==> src/mmd_pkg.sv <==
package mmd_pkg;

  // Operating modes, chosen from the two mode pins
  typedef enum logic [1:0] {
    MODE_SINGLE,
    MODE_EXPANDED,
    MODE_BOOT,
    MODE_TEST
  } mmd_mode_t;

  // Register port request
  typedef struct packed {
    logic [7:0] addr;
    logic [7:0] wdata;
    logic wr;
    logic rd;
  } mmd_reg_req_t;

  // Core bus request
  typedef struct packed {
    logic [15:0] addr;
    logic [7:0] wdata;
    logic valid;
    logic write;
    logic vector;
    logic inst_start;
  } mmd_core_req_t;

  // Which resource answers an access
  typedef struct packed {
    logic regs;
    logic ram;
    logic boot;
    logic rom;
    logic ext;
  } mmd_sel_t;

  // Drive of one eight-bit port
  typedef struct packed {
    logic [7:0] out;
    logic [7:0] oe;
  } mmd_port_t;

  // Register offsets on the register port
  localparam logic [7:0] REG_MAP = 8'h00;
  localparam logic [7:0] REG_CFG = 8'h01;
  localparam logic [7:0] REG_STATUS = 8'h02;

  // Field positions and reset values
  localparam int CFG_ROM_EN_BIT = 0;
  localparam logic [7:0] MAP_RESET = 8'h01;
  localparam logic [7:0] ZERO_BYTE = 8'h00;
  localparam logic [7:0] ALL_ONES = 8'hff;

  // Mapping register write window, in E-clock cycles
  localparam int MAP_WINDOW_CYCLES = 64;
  localparam logic [6:0] MAP_WINDOW = 7'(MAP_WINDOW_CYCLES);

  // Resource placement
  localparam logic [15:0] ROM_BASE = 16'hc000;
  localparam int ROM_ADDR_BITS = 14;
  localparam logic [15:0] BOOT_BASE = 16'hbf00;
  localparam int BOOT_ADDR_BITS = 8;
  localparam int RAM_ADDR_BITS = 9;
  localparam int REGS_ADDR_BITS = 7;
  localparam int BLOCK_SHIFT = 12;

  // Vector areas
  localparam logic [15:0] VEC_NORMAL = 16'hffc0;
  localparam logic [15:0] VEC_ALT = 16'hbfc0;
  localparam int VEC_ADDR_BITS = 6;

endpackage

==> src/mmd_window_match.sv <==
`timescale 1ns/1ps

// Flags an address inside an aligned window of 2**SIZE_BITS bytes
module mmd_window_match #(
  parameter int SIZE_BITS = 8
) (
  // Window
  input wire logic i_enable,
  input wire logic [15:0] i_base,
  // Address under test
  input wire logic [15:0] i_addr,
  // Result
  output logic o_hit
);

  // Base is assumed aligned, so only the upper bits are compared
  assign o_hit = i_enable && (i_addr[15:SIZE_BITS] == i_base[15:SIZE_BITS]);

endmodule

==> src/mmd_memory_map_decoder.sv <==
// The register addresses and the address-and-strobe port were decided locally.
`timescale 1ns/1ps

module mmd_memory_map_decoder (
  // Clock and reset
  input wire logic i_ref_clk,
  input wire logic i_rstn,
  // Mode pins
  input wire logic i_mode_select_a,
  input wire logic i_mode_select_b,
  // Core bus
  input wire mmd_pkg::mmd_core_req_t i_core,
  // Register port
  input wire mmd_pkg::mmd_reg_req_t i_reg,
  output logic [7:0] o_reg_rdata,
  // External bus handshake
  input wire logic i_memory_ready_input,
  // General-purpose drive of ports B, C and F
  input wire mmd_pkg::mmd_port_t i_gpio_b,
  input wire mmd_pkg::mmd_port_t i_gpio_c,
  input wire mmd_pkg::mmd_port_t i_gpio_f,
  // Port pins
  output mmd_pkg::mmd_port_t o_port_b,
  output mmd_pkg::mmd_port_t o_port_c,
  output mmd_pkg::mmd_port_t o_port_f,
  // Decode result
  output mmd_pkg::mmd_sel_t o_sel,
  output logic [15:0] o_eff_addr,
  output logic o_access_ready,
  // Mode and bus state
  output mmd_pkg::mmd_mode_t o_mode,
  output logic o_bus_mode,
  // Open-drain instruction fetch marker
  output logic o_instruction_fetch_marker,
  output logic o_instruction_fetch_marker_oe
);

  ////////////////////////////////////////////////////////////////////////////
  // Declarations

  mmd_pkg::mmd_mode_t mode;
  logic mode_valid;
  logic rom_present_enable;
  logic [7:0] map;
  logic map_written;
  logic [6:0] window_count;
  logic window_open;
  logic special;
  logic expanded_bus;
  logic map_wr_ok;
  logic [15:0] next_eff_addr;
  logic vector_alt;
  logic boot_on;
  logic hit_rom;
  logic hit_boot;
  logic hit_ram;
  logic hit_regs;
  logic [15:0] ram_base;
  logic [15:0] regs_base;
  mmd_pkg::mmd_sel_t next_sel;
  logic [7:0] next_rdata;
  logic [7:0] status_byte;

  ////////////////////////////////////////////////////////////////////////////
  // Mode capture

  // Flops under async reset may only take constants, so the pins are
  // caught on the first edge after release.
  always_ff @(posedge i_ref_clk or negedge i_rstn) begin
    if (!i_rstn) begin
      mode <= mmd_pkg::MODE_SINGLE;
      mode_valid <= 1'b0;
    end else if (!mode_valid) begin
      mode_valid <= 1'b1;
      unique case ({i_mode_select_b, i_mode_select_a})
        2'b10: mode <= mmd_pkg::MODE_SINGLE;
        2'b11: mode <= mmd_pkg::MODE_EXPANDED;
        2'b00: mode <= mmd_pkg::MODE_BOOT;
        2'b01: mode <= mmd_pkg::MODE_TEST;
      endcase
    end
  end

  always_comb begin
    special = (mode == mmd_pkg::MODE_BOOT) || (mode == mmd_pkg::MODE_TEST);
    expanded_bus = mode_valid && ((mode == mmd_pkg::MODE_EXPANDED) ||
                                  (mode == mmd_pkg::MODE_TEST));
    boot_on = mode_valid && (mode == mmd_pkg::MODE_BOOT);
  end

  ////////////////////////////////////////////////////////////////////////////
  // ROM enable

  always_ff @(posedge i_ref_clk or negedge i_rstn) begin
    if (!i_rstn) begin
      rom_present_enable <= 1'b0;
    end else if (!mode_valid) begin
      // Reset value follows the mode being caught in this same edge
      rom_present_enable <=
        !(i_mode_select_b && i_mode_select_a);
    end else if (i_reg.wr && i_reg.addr == mmd_pkg::REG_CFG && special) begin
      // Normal modes silently drop the write
      rom_present_enable <=
        i_reg.wdata[mmd_pkg::CFG_ROM_EN_BIT];
    end
  end

  ////////////////////////////////////////////////////////////////////////////
  // Mapping register

  // Window counter saturates so it never wraps back open
  always_ff @(posedge i_ref_clk or negedge i_rstn) begin
    if (!i_rstn) begin
      window_count <= 7'h00;
    end else if (mode_valid && window_open) begin
      window_count <= window_count + 7'h01;
    end
  end

  assign window_open = (window_count < mmd_pkg::MAP_WINDOW);

  always_comb begin
    if (!mode_valid) begin
      map_wr_ok = 1'b0;
    end else if (special) begin
      map_wr_ok = 1'b1;
    end else begin
      map_wr_ok = window_open && !map_written;
    end
  end

  always_ff @(posedge i_ref_clk or negedge i_rstn) begin
    if (!i_rstn) begin
      map <= mmd_pkg::MAP_RESET;
      map_written <= 1'b0;
    end else if (i_reg.wr && i_reg.addr == mmd_pkg::REG_MAP) begin
      if (map_wr_ok) begin
        map <= i_reg.wdata;
        map_written <= 1'b1;
      end
    end
  end

  ////////////////////////////////////////////////////////////////////////////
  // Address decode

  // Upper nibble places the RAM, lower nibble the register block
  always_comb begin
    ram_base = {map[7:4], 12'h000};
    regs_base = {map[3:0], 12'h000};
  end

  // Vector redirect only when the fetch falls in the normal vector area
  always_comb begin
    vector_alt = mode_valid && special && i_core.vector &&
      (i_core.addr[15:mmd_pkg::VEC_ADDR_BITS] ==
       mmd_pkg::VEC_NORMAL[15:mmd_pkg::VEC_ADDR_BITS]);
    if (vector_alt) begin
      next_eff_addr = {mmd_pkg::VEC_ALT[15:mmd_pkg::VEC_ADDR_BITS],
                       i_core.addr[mmd_pkg::VEC_ADDR_BITS-1:0]};
    end else begin
      next_eff_addr = i_core.addr;
    end
  end

  mmd_window_match #(
    .SIZE_BITS(mmd_pkg::ROM_ADDR_BITS)
  ) u_rom_match (
    .i_enable(mode_valid && rom_present_enable),
    .i_base(mmd_pkg::ROM_BASE),
    .i_addr(next_eff_addr),
    .o_hit(hit_rom)
  );

  mmd_window_match #(
    .SIZE_BITS(mmd_pkg::BOOT_ADDR_BITS)
  ) u_boot_match (
    .i_enable(boot_on),
    .i_base(mmd_pkg::BOOT_BASE),
    .i_addr(next_eff_addr),
    .o_hit(hit_boot)
  );

  mmd_window_match #(
    .SIZE_BITS(mmd_pkg::RAM_ADDR_BITS)
  ) u_ram_match (
    .i_enable(mode_valid),
    .i_base(ram_base),
    .i_addr(next_eff_addr),
    .o_hit(hit_ram)
  );

  mmd_window_match #(
    .SIZE_BITS(mmd_pkg::REGS_ADDR_BITS)
  ) u_regs_match (
    .i_enable(mode_valid),
    .i_base(regs_base),
    .i_addr(next_eff_addr),
    .o_hit(hit_regs)
  );

  // Registers over RAM over bootstrap ROM over ROM over external
  always_comb begin
    next_sel = '0;
    if (i_core.valid && mode_valid) begin
      if (hit_regs) begin
        next_sel.regs = 1'b1;
      end else if (hit_ram) begin
        next_sel.ram = 1'b1;
      end else if (hit_boot) begin
        next_sel.boot = 1'b1;
      end else if (hit_rom) begin
        next_sel.rom = 1'b1;
      end else if (expanded_bus) begin
        next_sel.ext = 1'b1;
      end
    end
  end

  always_ff @(posedge i_ref_clk or negedge i_rstn) begin
    if (!i_rstn) begin
      o_sel <= '0;
      o_eff_addr <= 16'h0000;
    end else begin
      o_sel <= next_sel;
      o_eff_addr <= next_eff_addr;
    end
  end

  // Internal resources never wait; external ones wait for memory ready
  always_ff @(posedge i_ref_clk or negedge i_rstn) begin
    if (!i_rstn) begin
      o_access_ready <= 1'b0;
    end else begin
      o_access_ready <= next_sel.ext ? i_memory_ready_input : 1'b1;
    end
  end

  ////////////////////////////////////////////////////////////////////////////
  // Port pins

  // Bus duty or general purpose, chosen by mode
  always_ff @(posedge i_ref_clk or negedge i_rstn) begin
    if (!i_rstn) begin
      o_port_b <= '0;
      o_port_f <= '0;
      o_bus_mode <= 1'b0;
    end else if (expanded_bus) begin
      o_port_b.out <= next_eff_addr[15:8];
      o_port_b.oe <= mmd_pkg::ALL_ONES;
      o_port_f.out <= next_eff_addr[7:0];
      o_port_f.oe <= mmd_pkg::ALL_ONES;
      o_bus_mode <= 1'b1;
    end else begin
      o_port_b <= i_gpio_b;
      o_port_f <= i_gpio_f;
      o_bus_mode <= 1'b0;
    end
  end

  // Data bus is driven only for external writes, else released to read
  always_ff @(posedge i_ref_clk or negedge i_rstn) begin
    if (!i_rstn) begin
      o_port_c <= '0;
    end else if (expanded_bus) begin
      o_port_c.out <= i_core.wdata;
      o_port_c.oe <= (next_sel.ext && i_core.write) ?
                     mmd_pkg::ALL_ONES : mmd_pkg::ZERO_BYTE;
    end else begin
      o_port_c <= i_gpio_c;
    end
  end

  ////////////////////////////////////////////////////////////////////////////
  // Instruction fetch marker

  // Open drain: only ever pulls low, released until the mode is known
  always_ff @(posedge i_ref_clk or negedge i_rstn) begin
    if (!i_rstn) begin
      o_instruction_fetch_marker <= 1'b0;
      o_instruction_fetch_marker_oe <= 1'b0;
    end else begin
      o_instruction_fetch_marker <= 1'b0;
      o_instruction_fetch_marker_oe <= mode_valid && i_core.inst_start;
    end
  end

  ////////////////////////////////////////////////////////////////////////////
  // Register read

  always_comb begin
    status_byte = {3'b000, map_written, window_open, mode_valid, mode};
  end

  always_comb begin
    next_rdata = mmd_pkg::ZERO_BYTE;
    unique case (i_reg.addr)
      mmd_pkg::REG_MAP: next_rdata = map;
      mmd_pkg::REG_CFG: next_rdata = {7'h00, rom_present_enable};
      mmd_pkg::REG_STATUS: next_rdata = status_byte;
      default: next_rdata = mmd_pkg::ZERO_BYTE;
    endcase
  end

  // Read data stand for the one cycle after the strobe only
  always_ff @(posedge i_ref_clk or negedge i_rstn) begin
    if (!i_rstn) begin
      o_reg_rdata <= mmd_pkg::ZERO_BYTE;
    end else if (i_reg.rd) begin
      o_reg_rdata <= next_rdata;
    end else begin
      o_reg_rdata <= mmd_pkg::ZERO_BYTE;
    end
  end

  ////////////////////////////////////////////////////////////////////////////
  // Mode output

  always_ff @(posedge i_ref_clk or negedge i_rstn) begin
    if (!i_rstn) begin
      o_mode <= mmd_pkg::MODE_SINGLE;
    end else begin
      o_mode <= mode;
    end
  end

endmodule

==> config.mk <==
export PLATFORM = sky130hd
export DESIGN_NAME = mmd_memory_map_decoder
export DESIGN_NICKNAME = d
export VERILOG_FILES = /design/src/mmd_pkg.sv /design/src/mmd_window_match.sv /design/src/mmd_memory_map_decoder.sv
export SDC_FILE = /design/constraint.sdc
export NUM_CORES = 1
export LEC_CHECK = 0
export BUFFER_PORTS_ARGS = -buffer_cell sky130_fd_sc_hd__buf_4
export CAP_MARGIN = 25
export CORE_MARGIN = 3
export CORE_UTILIZATION = 41
export DETAILED_ROUTE_END_ITERATION = 12
export PLACE_DENSITY = 0.81
export SLEW_MARGIN = 20
export SYNTH_ARGS = -nofsm -noshare
export SYNTH_HDL_FRONTEND = slang
export SYNTH_SLANG_ARGS = --single-unit
==> constraint.sdc <==
create_clock -name i_ref_clk -period 1.7 [get_ports i_ref_clk]
set_input_delay 0.255 -clock i_ref_clk [delete_from_list [all_inputs] [get_ports i_ref_clk]]
set_output_delay 0.255 -clock i_ref_clk [all_outputs]
set_load 0.02 [all_outputs]
==> impl_metrics.yaml, run 1 <==
outcome:
  status: "finished, violations left"
  violations: "negative setup slack"
clock_network:
  cts_buffers: 9
  cts_tree: "yes"
  clk_latency_ns: 0.35
  cts.sinks: 102
  htreeDepth: 3
  root_buffer: "clkbuf_8"
  cts_buffer_depth: 2
  clk_pin_slew_ns: 0.10
detailed_routing:
  drt-pass1-iter-count: 4
  vias: 2821
  drtIter0Drc: 66
  routed_wl_um: 9630
  wl_per_cell_um: 16.1
  postRouteAntennaNets: 0
  drc: 0
  viasPerCell: 4.73
worst_setup_path:
  start_kind: "register"
  path_max_fanout: 3
  crit_chain: "or4b_4 > nor4_4 > nand3_2 > buf_6 > nand4_1 > a21oi_1"
  timing.critical_path.from: "mode_valid"
  end_kind: "register"
  worstRegToRegCells: 6
  path_class: "register to register"
  cp.depth: 6
  r2r_start: "mode_valid"
  path_delay_family: "simple AND/OR/NAND/NOR gates"
  cp_slowest_stage_delay_ns: 0.49
  critPathSlowestCell: "or4b_4"
  cp.arrival_ns: 2.02
  worst_ep_required_time_ns: 1.92
  path_buf_inv: 1
sta:
  slew-limit-headroom_pct: 65.9
  hold_viol_final: 0
  final.setup.worst_slack_ns: -0.0986
  tightest_slew_ns: 0.511
  finalMaxSlewViolations: 0
  fin_crit_ns: 1.80
  final.setup_skew_ns: 0.0172
  rsz0062_at_grt: "yes"
  setup_viol: 12
  period_share_pct: 106
  fmax_mhz: 556
logic_synthesis:
  synth_seq_cells: 102
  yosysSeqAreaShare_pct: 66.7
  postSynthNetCount: 389
  synth_top_area_share_pct: 66.0
  syn_inst: 289
  synth-edff-count: 0
  synth_top_area_cell: "dfrtp_1"
  syn_area_per_cell_um2: 13.3
  yosys.cell_types.count: 39
  synthFlopType: "dfrtp_1"
  syn_area_um2: 3830
  synthTopCellsByArea: "dfrtp_1, mux2_2, nand2b_1"
  async_flop_share_pct: 100
  ys_warn_count: 0
place:
  gp_congestion: 0.908
  dpl_worst_slack_ns: -0.248
  dpl.hpwl_um: 7390
  portBuffers: 180
  placed_cells: 579
power_and_ir_drop:
  p_leak_nw: 2.85
  swShare_pct: 26.6
  powerDensity_nw_per_um2: 927
  ir_worst_vdd_mv: 0.672
  pwr-share-comb_pct: 18.8
  seq_power_share_pct: 52.0
  p_clk_share_pct: 29.3
  power.internal_w: 0.00390
  switchingPower_w: 0.00141
worst_hold_path:
  whs_path_depth: 1
  hp-class: "primary input to register"
  hold_start: "i_core[17]"
global_route:
  grt_pass1_vias: 2843
  grt_max_degree: 49
  grt_pass1_wl_um: 14500
  grt_usage_pct: 17.8
  antenna_found_initial: 0
  overflow: 0
run:
  drv_cap: 0
floorplan:
  die_w_um: 103
  dieHeight_um: 103
  initial_utilization_pct: 43.1
  core_um2: 8890
  ios: 182
  num_rows: 34
  fp.dieArea_um2: 10500
layout:
  fin_cells: 597
  area_growth_syn_to_layout_pct: 49.7
  antenna_cells: 0
  num-fill-cells: 696
  final_common_cell: "buf_4"
  drive_above_1_share_pct: 54.8
  nets: 585
  layout_common_cells: "buf_4, dfrtp_1, mux2_2"
  regArea_um2: 2550
  utilization_pct: 64.5
  multi_input_area_um2: 1260
[Yosys cell counts, drive strengths merged (4+ instances only)]
master / instances
nor2: 14
mux2: 31
nand4: 5
dfrtp: 101
nand2: 24
a21oi: 6
nand2b: 16
mux2i: 7
nand3: 18
xor2: 8
and2: 4
o21ai: 4
inv: 6
clkbuf: 15
xnor2: 4
nor4: 4
[timing repair]
| item | 4_1_cts | 5_1_grt |
|---|---|---|
| setup endpoints to repair | 11 | 14 |
| buffers inserted | 1 | 1 |
| hold endpoints to repair | 34 | 0 |
| hold buffers | 1 | 0 |
| resized for setup | 6 | 7 |
| pin swaps | 4 | 2 |
[layout make-up]
cell class,count,share of cell area (%)
flip-flops and latches,102,44.6
repair buffers,202,27.0
multi-input cells,163,22.1
clock buffers,11,2.64
well taps,108,2.36
clock inverters,4,0.939
inverters,7,0.458
[per-layer routing]
layer	vias to the layer above	track usage, %	part of all wire, %
li1	1342	-	-
met1	1373	22.2	40
met2	97	31.4	53
met3	9	3.65	6.7
met4	0	5.15	0.92
met5	-	0	0
[final timing paths]
check	endpoint	slack, ns
setup reg to reg	o_sel[0]	-0.1
setup / recovery	o_sel[0]	-0.1
hold / removal	o_eff_addr[5]	0.02
max in group asynchronous	o_port_f[7]	0.65
hold reg to reg	window_count[4]	0.48
min in group asynchronous	o_port_f[5]	0.41
[power groups by stage]
| stage | registers, W | clock network [W] | logic (W) |
|---|---|---|---|
| finish | 0.00276 | 0.00156 | 0.000997 |
| global route | 0.00279 | 0.00168 | 0.00109 |
| CTS | 0.00276 | 0.00160 | 0.00101 |
| detailed placement | 0.00281 | 0 | 0.00100 |
| global placement | 0.00280 | 0 | 0.000978 |
| floorplan | 0.00294 | 0 | 0.000319 |
[state kept, by name, summed over array words and instances (netlist names)]
| name | flops |
|---|---|
| map | 8 |
| map_written | 1 |
| mode | 2 |
| mode_valid | 1 |
| o_access_ready | 1 |
| o_bus_mode | 1 |
| o_eff_addr | 16 |
| o_instruction_fetch_marker_oe | 1 |
| o_mode | 2 |
| o_port_b | 16 |
| o_port_c | 16 |
| o_port_f | 16 |
| o_reg_rdata | 8 |
| o_sel | 5 |
| rom_present_enable | 1 |
| window_count | 7 |
[per-stage QoR]
step / total power, W / setup TNS (ns) / instance area [um^2] / hold slack, ns
global route: 0.00556 / -2.09 / 5730 / 0.00158
global placement: 0.00377 / -2.74 / 5440 / 0.252
CTS: 0.00536 / -0.638 / 5700 / 0.00647
detailed placement: 0.00381 / -3.85 / 5440 / 0.259
finish: 0.00531 / -0.918 / 5730 / 0.0213
floorplan: 0.00326 / -0.678 / 3870 / -0.0406
[kinds of logic after synthesis]
logic type               count (synthesis)  synth area share [%]
other                                    2                 0.196
buffers and inverters                   24                  2.45
AND/OR/NAND/NOR                         97                  14.2
AO/OA/AOI/OAI                           13                  2.48
multiplexers                            38                  10.9
adder cells (fa/ha/maj)                  1                 0.327
XOR/XNOR                                12                  2.74
flip-flops                             102                  66.7
Note: power is estimated with default switching activity, not from simulation.
==> run 2: changes to the inputs <==
--- a/config.mk
+++ b/config.mk
@@ -10,7 +10,7 @@
 export CORE_MARGIN = 3
 export CORE_UTILIZATION = 41
 export DETAILED_ROUTE_END_ITERATION = 12
-export PLACE_DENSITY = 0.81
+export PLACE_DENSITY = 0.83
 export SLEW_MARGIN = 20
 export SYNTH_ARGS = -nofsm -noshare
 export SYNTH_HDL_FRONTEND = slang
==> constraint.sdc (replaced) <==
create_clock -name i_ref_clk -period 1.6 [get_ports i_ref_clk]
set_input_delay 0.24 -clock i_ref_clk [delete_from_list [all_inputs] [get_ports i_ref_clk]]
set_output_delay 0.24 -clock i_ref_clk [all_outputs]
set_load 0.02 [all_outputs]
==> run 2 against run 1 <==
Compared with the run above: the run still ends with negative setup slack left; hold slack better by 0.012 ns; sequential share of layout area decreased by 1.2 points; clock-buffer cell count fell by 1; sequential cell count is the same; global-route usage is 1.1 points higher; die area did not move; clock skew down 0.0043 ns; via count increased by 4.2%; total power rose by 5.8%; non-clock buffer count increased by 14; largest cell class unchanged.
==> impl_metrics.yaml, run 2 (same netlist as run 1, synthesis figures left out) <==
global_route:
  antenna_found_initial: 0
  grt_usage_pct: 18.9
  overflow: 0
  grt_max_degree: 47
  grt_pass1_wl_um: 15400
  grt_pass1_vias: 3188
place:
  dpl.hpwl_um: 7450
  placed_cell_area_um2: 5490
  gp_congestion: 0.804
  portBuffers: 180
outcome:
  violations: "negative setup slack"
  status: "finished, violations left"
floorplan:
  core_um2: 8890
  dieHeight_um: 103
  num_rows: 34
  initial_utilization_pct: 43.1
  die_w_um: 103
  ios: 182
  fp.dieArea_um2: 10500
layout:
  drive_above_1_share_pct: 55.6
  antenna_cells: 0
  postLayoutCellArea_um2: 5890
  regArea_um2: 2550
  nets: 599
  final_common_cell: "buf_4"
  area_growth_syn_to_layout_pct: 53.9
  multi_input_area_um2: 1320
  num-fill-cells: 655
  utilization_pct: 66.3
  layout_common_cells: "buf_4, dfrtp_1, mux2_2"
power_and_ir_drop:
  switchingPower_w: 0.00161
  pwr-share-comb_pct: 19.9
  powerDensity_nw_per_um2: 954
  ir_worst_vdd_mv: 0.518
  swShare_pct: 28.6
  p_clk_share_pct: 28.0
  power.internal_w: 0.00401
  p_leak_nw: 2.95
  seq_power_share_pct: 52.1
clock_network:
  cts_buffer_depth: 2
  cts_tree: "yes"
  cts.sinks: 102
  clk_latency_ns: 0.37
  clk_pin_slew_ns: 0.10
  htreeDepth: 3
  root_buffer: "clkbuf_8"
  cts_buffers: 9
sta:
  fin_crit_ns: 1.77
  fin_tns_setup_ns: -1.89
  rsz0062_at_grt: "yes"
  final.setup_skew_ns: 0.0129
  final.setup.worst_slack_ns: -0.174
  setup_viol: 13
  fmax_mhz: 564
  finalMaxSlewViolations: 0
  period_share_pct: 111
  hold_viol_final: 0
worst_setup_path:
  cp.arrival_ns: 2.02
  path_max_fanout: 8
  critPathSlowestCell: "or4b_4"
  end_kind: "register"
  crit_chain: "or4b_4 > nor4_4 > buf_4 > nand3_4 > nand4_4 > nand3_2"
  start_kind: "register"
  cp_slowest_stage_delay_ns: 0.50
  worst_ep_required_time_ns: 1.85
  path_class: "register to register"
detailed_routing:
  drt-pass1-iter-count: 4
  wl_per_cell_um: 16.6
  routed_wl_um: 10200
  drc: 0
  route.met3.wl_um: 713
  viasPerCell: 4.80
  wl_met1_um: 3930
  postRouteAntennaNets: 0
  vias: 2940
  wl_met2_um: 5340
  drtIter0Drc: 56
  highest_layer: "met4"
worst_hold_path:
  hp-class: "primary input to register"
run:
  drv_cap: 0
run 2: cell types whose count changed in the layout (fill, tap and decap cells not counted), moves of 3 or more:
cell,previous run,this run
buf_4,196,203
nand3_1,12,5
nand3_2,6,10
dlygate4sd3_1,1,10
nand3_4,0,3
run 2: routing by layer:
metal,global-route usage (%),up-vias
met5,0,-
met4,6.76,0
met3,3.59,16
met2,33.4,116
met1,23.1,1429
li1,-,1379
run 2: final cells by class:
cell class / instances / share of cell area (%)
multi-input combinational: 163 / 22.4
clock inverter: 6 / 0.913
clock buffer: 10 / 2.34
sequential: 102 / 43.3
tap: 108 / 2.29
timing repair buffer: 216 / 28.3
inverter: 7 / 0.446
run 2: critical path, delay by kind of cell (launching register included):
kind	cells	cell delay, ns
AND/OR/NAND/NOR	5	1.12
flip-flops	1	0.35
buffers and inverters	1	0.17
run 2: power groups by stage:
stage	logic [W]	registers, W	clock network (W)
4_1_cts	0.00112	0.00293	0.00162
5_1_grt	0.00122	0.00296	0.00172
3_5_place_dp	0.00109	0.00298	0
6_report	0.00112	0.00293	0.00157
3_3_place_gp	0.00106	0.00297	0
2_1_floorplan	0.000339	0.00313	0
run 2: through the flow:
step                total power (W)  hold WS (ns)  setup WS, ns  cells
CTS                         0.00567        0.0227        -0.148    612
finish                      0.00562        0.0336        -0.174    612
global placement            0.00403         0.158        -0.312    585
detailed placement          0.00407         0.169        -0.383    585
global route                0.00590        0.0159        -0.248    612
floorplan                   0.00347       -0.0556        -0.150    289
run 2: worst paths after layout:
path / from / to / slack (ns) / cells after the start
worst max-delay path: mode_valid / o_port_c[3] / -0.17 / 6
worst max register to register: mode_valid / o_port_c[3] / -0.17 / 6
worst min-delay path: i_core[27] / o_eff_addr[15] / 0.03 / 1
worst min register to register: window_count[4] / window_count[4] / 0.50 / 1
max in group asynchronous: i_rstn / o_eff_addr[1] / 0.71 / 3
min in group asynchronous: i_rstn / o_eff_addr[12] / 0.32 / 2
run 2: timing repair:
item,CTS,global route
resized for setup,11,9
endpoints found under the hold margin,28,0
buffers inserted,1,0
endpoints found under the setup margin,13,14
pin swaps,5,7
hold buffers,10,0
==> run 3: changes to the inputs <==
--- a/config.mk
+++ b/config.mk
@@ -5,12 +5,13 @@
 export SDC_FILE = /design/constraint.sdc
 export NUM_CORES = 1
 export LEC_CHECK = 0
-export BUFFER_PORTS_ARGS = -buffer_cell sky130_fd_sc_hd__buf_4
 export CAP_MARGIN = 25
 export CORE_MARGIN = 3
-export CORE_UTILIZATION = 41
+export CORE_UTILIZATION = 45
 export DETAILED_ROUTE_END_ITERATION = 12
-export PLACE_DENSITY = 0.83
+export DONT_BUFFER_PORTS = 1
+export GPL_TIMING_DRIVEN = 0
+export PLACE_DENSITY = 0.7
 export SLEW_MARGIN = 20
 export SYNTH_ARGS = -nofsm -noshare
 export SYNTH_HDL_FRONTEND = slang
==> run 3 against run 2 <==
Compared with the run above: the run ends with negative hold slack, negative setup slack left; sequential share of layout area rose by 11 points; setup slack got worse by 0.12 ns; combinational power shrank 56%; via count down 21%; wire length is 14% lower; sequential cell count unchanged; cell count shrank 25%; utilization fell by 9.0 points; clock skew about the same; largest cell class unchanged; highest routed layer unchanged.
==> impl_metrics.yaml, run 3 (same netlist as run 1, synthesis figures left out) <==
layout:
  fin_cells: 457
  final_common_cell: "dfrtp_1"
  postLayoutCellArea_um2: 4730
  area_growth_syn_to_layout_pct: 23.6
  drive_above_1_share_pct: 26.4
  nets: 447
  layout_common_cells: "dfrtp_1, dlygate4sd3_1, mux2_2"
  antenna_cells: 0
  utilization_pct: 57.3
place:
  placed_cell_area_um2: 4000
  gp_congestion: 0.802
  placed_cells: 394
  portBuffers: 0
  dpl.hpwl_um: 6070
detailed_routing:
  wl_per_cell_um: 19.2
  routed_wl_um: 8750
  vias: 2325
  drt-pass1-iter-count: 6
  drtIter0Drc: 88
  drc: 0
  highest_layer: "met4"
  postRouteAntennaNets: 0
  viasPerCell: 5.09
  route.met3.wl_um: 621
  wl_met1_um: 3430
  wl_met2_um: 4630
worst_hold_path:
  hp-class: "primary input to asynchronous set/reset pin"
worst_setup_path:
  path_class: "register to register"
  crit_chain: "or4b_4 > nor4_4 > nand3b_1 > buf_4 > nand3_2 > a21oi_1"
  path_max_fanout: 4
  r2r_start: "mode_valid"
  reg2reg_to: "o_sel[0]"
  start_kind: "register"
  cp.arrival_ns: 2.14
  worst_ep_required_time_ns: 1.85
  path_delay_family: "simple AND/OR/NAND/NOR gates"
  timing.critical_path.from: "mode_valid"
  critPathSlowestCell: "or4b_4"
  end_kind: "register"
  worstRegToRegCells: 6
  cp_slowest_stage_delay_ns: 0.52
  regToRegSetupSlack_ns: -0.29
  path_buf_inv: 1
global_route:
  grt_max_degree: 103
  antenna_found_initial: 0
  grt_usage_pct: 18.2
  grt_pass1_vias: 2550
  overflow: 0
  grt_pass1_wl_um: 13500
clock_network:
  cts_buffers: 9
  clk_pin_slew_ns: 0.10
  root_buffer: "clkbuf_8"
  clk_latency_ns: 0.35
  htreeDepth: 3
  cts_tree: "yes"
  cts.sinks: 102
  cts_buffer_depth: 2
sta:
  setup_viol: 16
  final.setup_skew_ns: 0.0132
  fin_crit_ns: 1.89
  fmax_mhz: 528
  period_share_pct: 118
  rsz0062_at_grt: "yes"
  finalMaxSlewViolations: 0
  final.setup.worst_slack_ns: -0.294
  hold_viol_final: 102
  timing.hold.ws_ns: -0.434
run:
  drv_cap: 0
power_and_ir_drop:
  p_leak_nw: 2.14
  powerDensity_nw_per_um2: 1080
  ir_worst_vdd_mv: 0.520
  finalPower_w: 0.00510
outcome:
  status: "finished, violations left"
  violations: "negative hold slack, negative setup slack"
floorplan:
  core_um2: 8260
  initial_utilization_pct: 46.4
  fp.dieArea_um2: 9650
  num_rows: 33
  die_w_um: 98.3
  dieHeight_um: 98.3
  ios: 182
[run 3: cell types whose count changed in the layout (fill, tap and decap cells not counted), sizes merged]
cell,change
clkinvlp,+1
clkbuf,+15
buf,-193
dlygate4sd3,+26
clkinv,-1
[run 3: layout make-up]
cell class | count | area (um^2)
buffer | 17 | 73.8
clock buffer | 10 | 138
clock inverter | 6 | 43.8
fill | 696 | 3530
inverter | 7 | 28.8
multi-input combinational | 163 | 1320
sequential | 102 | 2560
tap | 105 | 131
timing repair buffer | 47 | 443
[run 3: what timing repair did]
action | in CTS | in global routing
pin swaps | 10 | 3
hold endpoints to repair | 136 | 104
buffers inserted | 4 | 7
resized for setup | 19 | 8
cloned | 0 | 0
endpoints found under the setup margin | 46 | 31
hold buffers | 34 | 2
[run 3: worst reg2reg max path: stages (launching register included)]
cell and delay [ns]:
dfrtp_2 0.42, or4b_4 0.52, nor4_4 0.26, nand3b_1 0.25, buf_4 0.21, nand3_2 0.07, a21oi_1 0.06
[run 3: worst max path at each step]
stage,to,slack [ns],cells after the start
floorplan,o_port_c[0],-0.15,5
global placement,o_port_f[13],-0.46,4
detailed placement,o_port_c[12],-0.48,4
CTS,o_access_ready,-0.29,6
global route,o_port_c[7],-0.37,6
finish,o_sel[0],-0.29,6
[run 3: layer usage]
metal	global-route usage [%]	vias to the layer above
met3	5.86	4
met4	5.36	0
met1	21.4	1163
met2	31.8	88
li1	-	1070
met5	0	-
[run 3: power by group]
group          internal (W)  switching (W)  total [W]
clock network      0.000617       0.000868    0.00149
registers           0.00280       0.000320    0.00312
logic              0.000283       0.000209   0.000492
[run 3: through the flow]
stage               hold slack [ns]  setup WS (ns)  TNS (ns)
floorplan                   -0.0556         -0.150     -2.35
global placement            -0.0539         -0.459    -12.87
detailed placement          -0.0540         -0.480    -13.83
CTS                          -0.449         -0.293     -4.35
global route                 -0.467         -0.365     -5.05
finish                       -0.434         -0.294     -3.64
